File: src/hdl/bsp_consts.svh
`ifndef BSP_CONSTS_SVH
`define BSP_CONSTS_SVH

// ==========================================================================
// Scan chain geometry.
// Number of cells in the boundary chain; cell 0 leaves first.
`define BSP_CHAIN_LEN 118
// Width of the instruction register.
`define BSP_IR_LEN 3

// ==========================================================================
// Instruction values.
// Loaded by test reset, so the scan logic starts out in bypass.
`define BSP_IR_RESET 3'h7
// Fixed pattern captured into the instruction shifter (low bits 01).
`define BSP_IR_CAPTURE 3'h1

// ==========================================================================
// Pin sampling.
// Number of sampled pin signals.
`define BSP_NPIN 7
// Bit positions of the sampled pins in the synchroniser vector.
`define BSP_PIN_TCK 0
`define BSP_PIN_TMS 1
`define BSP_PIN_TMS_DRV 2
`define BSP_PIN_TDI 3
`define BSP_PIN_TDI_DRV 4
`define BSP_PIN_TRST 5
`define BSP_PIN_TRST_DRV 6

`endif

File: src/hdl/bsp_pkg.sv
// ==========================================================================
// Types shared by the test port files.
package bsp_pkg;

  // The sixteen controller states of the test access port.
  typedef enum logic [3:0] {
    BSP_TLR,
    BSP_RTI,
    BSP_SEL_DR,
    BSP_CAP_DR,
    BSP_SHF_DR,
    BSP_EX1_DR,
    BSP_PAU_DR,
    BSP_EX2_DR,
    BSP_UPD_DR,
    BSP_SEL_IR,
    BSP_CAP_IR,
    BSP_SHF_IR,
    BSP_EX1_IR,
    BSP_PAU_IR,
    BSP_EX2_IR,
    BSP_UPD_IR
  } bsp_state_t;

endpackage : bsp_pkg

File: src/hdl/bsp_chain.sv
`timescale 1ns/10ps
`include "bsp_consts.svh"

// ==========================================================================
// Boundary chain: one capture/shift stage and one update latch per cell.
module bsp_chain (
  input wire logic sys_clk,
  input wire logic scan_rst,
  input wire logic capture,
  input wire logic shift,
  input wire logic update,
  input wire logic tdi,
  input wire logic [`BSP_CHAIN_LEN-1:0] par_in,
  output logic so,
  output logic [`BSP_CHAIN_LEN-1:0] upd_q
);
  import bsp_pkg::*;

  // Shift stages and their next values.
  logic [`BSP_CHAIN_LEN-1:0] sh_q;
  logic [`BSP_CHAIN_LEN-1:0] sh_d;
  // Update latches' next values.
  logic [`BSP_CHAIN_LEN-1:0] upd_d;

  // ========================================================================
  // Per-cell next values.
  genvar i;
  generate
    for (i = 0; i < `BSP_CHAIN_LEN; i = i + 1) begin : g_cell
      // Data enters at the top cell and walks down toward cell 0.
      logic from_up;
      if (i == `BSP_CHAIN_LEN - 1) begin : g_top
        assign from_up = tdi;
      end else begin : g_mid
        assign from_up = sh_q[i+1];
      end
      always_comb begin
        sh_d[i] = sh_q[i];
        if (capture) begin
          sh_d[i] = par_in[i];
        end else if (shift) begin
          sh_d[i] = from_up;
        end
        upd_d[i] = update ? sh_q[i] : upd_q[i];
      end
    end
  endgenerate

  // Registers; update latches clear so every enable cell starts disabled.
  always_ff @(posedge sys_clk) begin
    if (scan_rst) begin
      sh_q <= '0;
      upd_q <= '0;
    end else begin
      sh_q <= sh_d;
      upd_q <= upd_d;
    end
  end

  // Serial output is the lowest cell.
  assign so = sh_q[0];

endmodule : bsp_chain

File: src/hdl/bsp_tap.sv
`timescale 1ns/10ps
`include "bsp_consts.svh"

module bsp_tap (
  input wire logic sys_clk,
  input wire logic rst,
  input wire logic tck_pin,
  input wire logic tms_pin,
  input wire logic tms_drv,
  input wire logic tdi_pin,
  input wire logic tdi_drv,
  input wire logic trst_n_pin,
  input wire logic trst_n_drv,
  output logic tdo_o,
  output logic tdo_oe,
  input wire logic [`BSP_CHAIN_LEN-1:0] bsr_pin_in,
  output logic [`BSP_CHAIN_LEN-1:0] bsr_cell_out,
  output logic extest_on
);
  import bsp_pkg::*;

  // ========================================================================
  // Pin synchronisers.
  // First stage, read only by the second stage.
  logic [`BSP_NPIN-1:0] meta_q;
  // Second stage, safe to use.
  logic [`BSP_NPIN-1:0] pin_q;
  // Previous test clock level, for edge detection.
  logic tck_prev_q;

  // Two flops per pin; the pins belong to no clock of ours.
  always_ff @(posedge sys_clk) begin
    if (rst) begin
      meta_q <= '0;
      pin_q <= '0;
      tck_prev_q <= 1'b0;
    end else begin
      meta_q <= {trst_n_drv, trst_n_pin, tdi_drv, tdi_pin, tms_drv, tms_pin,
                 tck_pin};
      pin_q <= meta_q;
      tck_prev_q <= pin_q[`BSP_PIN_TCK];
    end
  end

  // Effective pin levels with internal pull-ups applied.
  logic tms;
  logic tdi;
  logic trst_n;
  // Test clock edges found by the system clock.
  logic tck_rise;
  logic tck_fall;
  // Scan logic reset, from system reset or test reset.
  logic scan_rst;

  assign tms = pin_q[`BSP_PIN_TMS_DRV] ? pin_q[`BSP_PIN_TMS] : 1'b1;
  assign tdi = pin_q[`BSP_PIN_TDI_DRV] ? pin_q[`BSP_PIN_TDI] : 1'b1;
  assign trst_n = pin_q[`BSP_PIN_TRST_DRV] ? pin_q[`BSP_PIN_TRST] : 1'b1;
  assign tck_rise = pin_q[`BSP_PIN_TCK] & ~tck_prev_q;
  assign tck_fall = ~pin_q[`BSP_PIN_TCK] & tck_prev_q;
  assign scan_rst = rst | ~trst_n;

  // ========================================================================
  // Controller state machine.
  bsp_state_t st_q;
  bsp_state_t st_d;
  // Next state as the mode select dictates.
  bsp_state_t st_nx;

  // Standard transitions; mode select high walks toward reset.
  // sixteen-state sequence
  always_comb begin
    case (st_q)
      BSP_TLR: st_nx = tms ? BSP_TLR : BSP_RTI;
      BSP_RTI: st_nx = tms ? BSP_SEL_DR : BSP_RTI;
      BSP_SEL_DR: st_nx = tms ? BSP_SEL_IR : BSP_CAP_DR;
      BSP_CAP_DR: st_nx = tms ? BSP_EX1_DR : BSP_SHF_DR;
      BSP_SHF_DR: st_nx = tms ? BSP_EX1_DR : BSP_SHF_DR;
      BSP_EX1_DR: st_nx = tms ? BSP_UPD_DR : BSP_PAU_DR;
      BSP_PAU_DR: st_nx = tms ? BSP_EX2_DR : BSP_PAU_DR;
      BSP_EX2_DR: st_nx = tms ? BSP_UPD_DR : BSP_SHF_DR;
      BSP_UPD_DR: st_nx = tms ? BSP_SEL_DR : BSP_RTI;
      BSP_SEL_IR: st_nx = tms ? BSP_TLR : BSP_CAP_IR;
      BSP_CAP_IR: st_nx = tms ? BSP_EX1_IR : BSP_SHF_IR;
      BSP_SHF_IR: st_nx = tms ? BSP_EX1_IR : BSP_SHF_IR;
      BSP_EX1_IR: st_nx = tms ? BSP_UPD_IR : BSP_PAU_IR;
      BSP_PAU_IR: st_nx = tms ? BSP_EX2_IR : BSP_PAU_IR;
      BSP_EX2_IR: st_nx = tms ? BSP_UPD_IR : BSP_SHF_IR;
      BSP_UPD_IR: st_nx = tms ? BSP_SEL_DR : BSP_RTI;
      default: st_nx = BSP_TLR;
    endcase
  end

  // State only moves on a test clock rise.
  // sample mode select
  always_comb begin
    st_d = tck_rise ? st_nx : st_q;
  end

  // State register.
  always_ff @(posedge sys_clk) begin
    if (scan_rst) begin
      st_q <= BSP_TLR;
    end else begin
      st_q <= st_d;
    end
  end

  // ========================================================================
  // Instruction register, bypass stage and output stage.
  // Shifter, held instruction, bypass bit, output level and enable.
  logic [`BSP_IR_LEN-1:0] irs_q;
  logic [`BSP_IR_LEN-1:0] irs_d;
  logic [`BSP_IR_LEN-1:0] ir_q;
  logic [`BSP_IR_LEN-1:0] ir_d;
  logic byp_q;
  logic byp_d;
  logic tdo_q;
  logic tdo_d;
  logic oe_q;
  logic oe_d;
  // Decoded data register choice.
  logic sel_bypass;
  // Strobes to the boundary chain.
  logic dr_cap;
  logic dr_shf;
  logic dr_upd;
  // Serial output of the boundary chain.
  logic chain_so;

  // The instruction register is three bits wide, but only bits 2:1 decode,
  // so codes pair up; the sample codes 100/101 act the same as 010/011.
  // two-bit instruction decode, bit 0 ignored
  assign sel_bypass = (ir_q[2:1] == 2'h3);
  assign extest_on = (ir_q[2:1] == 2'h0);
  assign dr_cap = tck_rise & (st_q == BSP_CAP_DR) & ~sel_bypass;
  assign dr_shf = tck_rise & (st_q == BSP_SHF_DR) & ~sel_bypass;
  assign dr_upd = tck_rise & (st_q == BSP_UPD_DR) & ~sel_bypass;

  // Next values of the instruction path and the output stage.
  always_comb begin
    irs_d = irs_q;
    ir_d = ir_q;
    byp_d = byp_q;
    tdo_d = tdo_q;
    oe_d = oe_q;
    if (tck_rise) begin
      case (st_q)
        BSP_TLR: ir_d = `BSP_IR_RESET;
        BSP_CAP_IR: irs_d = `BSP_IR_CAPTURE;
        BSP_SHF_IR: irs_d = {tdi, irs_q[`BSP_IR_LEN-1:1]};
        BSP_UPD_IR: ir_d = irs_q;
        BSP_CAP_DR: byp_d = 1'b0;
        BSP_SHF_DR: byp_d = tdi;
        default: byp_d = byp_q;
      endcase
    end
    if (tck_fall) begin
      case (st_q)
        BSP_SHF_IR: begin
          tdo_d = irs_q[0];
          oe_d = 1'b1;
        end
        BSP_SHF_DR: begin
          tdo_d = sel_bypass ? byp_q : chain_so;
          oe_d = 1'b1;
        end
        default: begin
          oe_d = 1'b0;
        end
      endcase
    end
  end

  // Registers of the instruction path and output stage.
  always_ff @(posedge sys_clk) begin
    if (scan_rst) begin
      irs_q <= `BSP_IR_RESET;
      ir_q <= `BSP_IR_RESET;
      byp_q <= 1'b0;
      tdo_q <= 1'b0;
      oe_q <= 1'b0;
    end else begin
      irs_q <= irs_d;
      ir_q <= ir_d;
      byp_q <= byp_d;
      tdo_q <= tdo_d;
      oe_q <= oe_d;
    end
  end

  assign tdo_o = tdo_q;
  assign tdo_oe = oe_q;

  // ========================================================================
  // Boundary chain; update latches drive pins in external test mode.
  // data steered to chain
  bsp_chain u_chain (
    .sys_clk(sys_clk),
    .scan_rst(scan_rst),
    .capture(dr_cap),
    .shift(dr_shf),
    .update(dr_upd),
    .tdi(tdi),
    .par_in(bsr_pin_in),
    .so(chain_so),
    .upd_q(bsr_cell_out)
  );

endmodule : bsp_tap

File: config.mk
export PLATFORM = sky130hd
export DESIGN_NAME = bsp_tap
export DESIGN_NICKNAME = d
export VERILOG_FILES = /design/src/hdl/bsp_pkg.sv /design/src/hdl/bsp_chain.sv /design/src/hdl/bsp_tap.sv
export VERILOG_INCLUDE_DIRS = /design/src /design/src/hdl
export SDC_FILE = /design/constraint.sdc
export NUM_CORES = 1
export LEC_CHECK = 0
export ABC_AREA = 1
export BUFFER_PORTS_ARGS = -buffer_cell sky130_fd_sc_hd__buf_2
export CAP_MARGIN = 20
export CORE_UTILIZATION = 40
export DETAILED_ROUTE_END_ITERATION = 16
export HOLD_SLACK_MARGIN = 0.03
export SYNTH_ARGS = -nofsm -noshare
export SYNTH_HDL_FRONTEND = slang
export SYNTH_HIERARCHICAL = 1
export SYNTH_SLANG_ARGS = --single-unit
File: constraint.sdc
create_clock -name sys_clk -period 1.8 [get_ports sys_clk]
set_input_delay 0.09 -clock sys_clk [delete_from_list [all_inputs] [get_ports sys_clk]]
set_output_delay 0.09 -clock sys_clk [all_outputs]
set_load 0.005 [all_outputs]
==> results.sh <==
export IMPL_status="finished clean"
export IMPL_ff2ff_path_depth=12
export IMPL_multi_input_gate_area_in_the_final_layout_um2=4930
export IMPL_design_core_area_um2=27300
export IMPL_count_of_buffers_from_port_buffering=247
export IMPL_whs_endpoint="pin_q[1]"
export IMPL_worstSetupStartpointType="flop"
export IMPL_worstMarginPinSlew_ns=0.723
export IMPL_final_period_minus_worst_setup_slack_ns=1.69
export IMPL_drc=0
export IMPL_hold_worst_slack_ns=0.401
export IMPL_power_mw=12.3
export IMPL_yosys_cell_types_count=30
export IMPL_reg2reg_to="u_chain/sh_q[0]"
export IMPL_unrepaired_setup_endpoints_after_global_routing="yes"
export IMPL_tritoncts_clock_tree="yes"
export IMPL_via_count=11500
export IMPL_drtIter0Drc=909
export IMPL_clock_skew_ns=0.0118
export IMPL_ir_worst_vdd_mv=0.673
export IMPL_worstPathRequired_ns=2.23
export IMPL_end_kind="flop"
export IMPL_gpl_final_weighted_congestion=0.822
export IMPL_first_global_vias=10900
export IMPL_globalRouteMet2Util_pct=38.5
export IMPL_antenna_cells_inserted=0
export IMPL_synth_most_common_cell="nand2_1"
export IMPL_num_cts_buffers=28
export IMPL_first_pass_detailed_route_iteration_total=5
export IMPL_seq_area_frac_synth_pct=46.9
export IMPL_syn_num_nets=1824
export IMPL_area_growth_pct=37.6
export IMPL_postSynth_asyncResetShare_pct=0
export IMPL_post_drt_wl_per_cell_um=13.9
export IMPL_power_per_cell_area_nw_per_um2=794
export IMPL_timing_final_hold_violations=0
export IMPL_timing_fmax_ghz=0.593
export IMPL_grt_util_met1_pct=29.3
export IMPL_die_area_um2=28700
export IMPL_largest_cells_by_area_after_synthesis="dfxtp_1 47%, nand2_1 21%, nor2_1 8.9%, o21ai_0 5.4%, a21oi_1 5.2%"
export IMPL_global_route_hottest_layer="met2"
export IMPL_cts_htree_levels=1
export IMPL_min_delay_path_depth=2
export IMPL_cts_clk_slew_worst_paths_ns=0.06
export IMPL_cp_startpoint="st_q[3]"
export IMPL_rows=60
export IMPL_dieWidth_um=169
export IMPL_mappedNetlistArea_um2=11200
export IMPL_synth_seq_cells=263
export IMPL_ff_latch_area_um2=5270
export IMPL_grt_util_met3_pct=2.89
export IMPL_synth_cells=1697
export IMPL_synth_top_cell_area_share_pct=46.9
export IMPL_insertion_delay_ns=0.54
export IMPL_timing_final_max_slew_violations=0
export IMPL_nFillCells=2674
export IMPL_dpl_hpwl_um=20000
export IMPL_number_of_enable_type_register_cells_in_the_synthesized_netlist=0
export IMPL_grt_start_max_net_pins=122
export IMPL_hold_path_startpoint="meta_q[1]"
export IMPL_synth_area_leader_cell="dfxtp_1"
export IMPL_antenna_found_initial=0
export IMPL_wirelength_routed_um=33900
export IMPL_finalCritPeriodShare_pct=93.7
export IMPL_detail_route_vias_per_cell=4.73
export IMPL_synthFlopType="dfxtp_1"
export IMPL_hold_path_class="flop to flop"
export IMPL_yosys_warnings=6
export IMPL_avgSynthCellArea_um2=6.61
export IMPL_overflow=0
export IMPL_design_final_nets=2175
export IMPL_final_setup_violation_count=0
export IMPL_drt_antenna_violating_nets=0
export IMPL_slew_headroom_pct=51.8
export IMPL_share_of_final_layout_standard_cells_stronger_than_drive_strength_1_pct=18.5
export IMPL_cts_num_sinks=263
export IMPL_die_height_um=169
export IMPL_arrival_ns=2.12
export IMPL_ctsRootBufferMaster="clkbuf_16"
export IMPL_clock_tree_buffer_depth=3
export IMPL_global_route_wire_length_before_repair_um=53400
export IMPL_grt_util_all_layers_pct=22.7
export IMPL_leakage_power_summed_over_all_cells_nw=7.90
export IMPL_max_cap_violations=0
export IMPL_io_pins=248
export IMPL_post_synth_most_frequent_cells="622 x nand2_1, 266 x nor2_1, 263 x dfxtp_1"
export IMPL_criticalPathCategory="flop to flop"
export IMPL_slack_of_the_worst_reg_to_reg_path_ns=0.11
export IMPL_start_util_pct=41.2
export IMPL_critPathMaxFanout=23
export IMPL_timing_rr_start="st_q[3]"
sequential cells by signal (all words and copies together), names as in the netlist:
signal,flops
tdo_o,1
meta_q,7
byp_q,1
tdo_oe,1
pin_q,7
ir_q,2
u_chain/upd_q,118
st_q,4
irs_q,3
u_chain/sh_q,118
tck_prev_q,1
per-stage QoR:
step           util [%]  setup WS (ns)  cells  cell area (um^2)   TNS, ns
2_1_floorplan         -         0.0333   1697             11200         0
3_3_place_gp       47.4         0.0108   2244             12900         0
3_5_place_dp       47.4        -0.0148   2244             12900   -0.0246
4_1_cts            55.7       -0.00140   2427             15200  -0.00140
5_1_grt            56.6        -0.0110   2440             15400   -0.0227
6_report           56.6          0.113   2440             15400         0
worst max-delay path: stages (launching register included):
cell and delay [ns]:
dfxtp_2 0.35, inv_2 0.11, nand2_4 0.09, inv_2 0.07, nand2_2 0.08, nor2_4 0.24
buf_4 0.18, nor2_8 0.05, buf_12 0.17, nand2_1 0.07, nand3_1 0.06, nand2_1 0.07
inv_1 0.04
layer usage:
layer	routed length (um)	part of all wire, %
met5	0	0
met4	1040	3.1
met3	1730	5.1
met2	16100	48
met1	15000	44
cells by family after synthesis:
kind of cell	Yosys count	share of synthesized area, %
and+or+nand+nor	916	31.4
DFF	263	46.9
buffers and inverters	257	9.46
AOI/OAI and AO/OA	261	12.2
cells in the final DEF (no fill, tap or decap), types with 4 or more instances in the layout:
cell type / netlist / routed
dfxtp_2: 0 / 4
buf_4: 1 / 17
a21oi_2: 8 / 8
clkbuf_1: 52 / 6
buf_12: 0 / 18
dlygate4sd3_1: 0 / 133
nand3_1: 14 / 14
o21ai_1: 6 / 6
dfxtp_1: 263 / 258
nand2_1: 622 / 620
nor2_2: 3 / 4
clkinv_2: 0 / 8
buf_2: 37 / 247
buf_6: 6 / 6
inv_1: 143 / 141
clkbuf_16: 0 / 33
o21ai_0: 121 / 121
inv_2: 7 / 5
nor2_1: 266 / 261
nand2_2: 4 / 5
nor2_4: 2 / 6
a21oi_1: 117 / 117
clkbuf_8: 0 / 5
layout make-up:
type,count,share of cell area (%)
clock buffer,40,5.29
clock inverter,10,0.665
inverter,151,3.78
multi-input combinational,1177,32.0
sequential,263,34.2
tap,372,3.02
timing repair buffer,426,21.1
timing repair inverter,1,0.0405
worst max-delay path by stage:
stage                     depth (start not counted)                end  slack, ns
after floorplan                                  12  u_chain/sh_q[100]       0.03
after global placement                            8   u_chain/upd_q[2]       0.01
after detailed placement                          8   u_chain/upd_q[2]      -0.01
after CTS                                         8   u_chain/upd_q[2]     -0.001
after global routing                             10   u_chain/sh_q[13]      -0.01
final                                            12    u_chain/sh_q[0]       0.11
report_power, final:
group          internal (mW)  switching [mW]  leakage (nW)
clock                   3.42            2.35         0.456
combinational          0.346           0.295          5.32
sequential              5.84         0.00681          2.12
total                   9.61            2.65          7.90
timing repair:
item                                    4_1_cts  5_1_grt
resized for setup                             4       22
endpoints found under the setup margin        8      235
gates cloned                                  0        5
hold buffers                                133        0
hold endpoints to repair                    133        0
buffers inserted                              0        8
pin swaps                                     1        3
(Power assumes the default switching activity.)
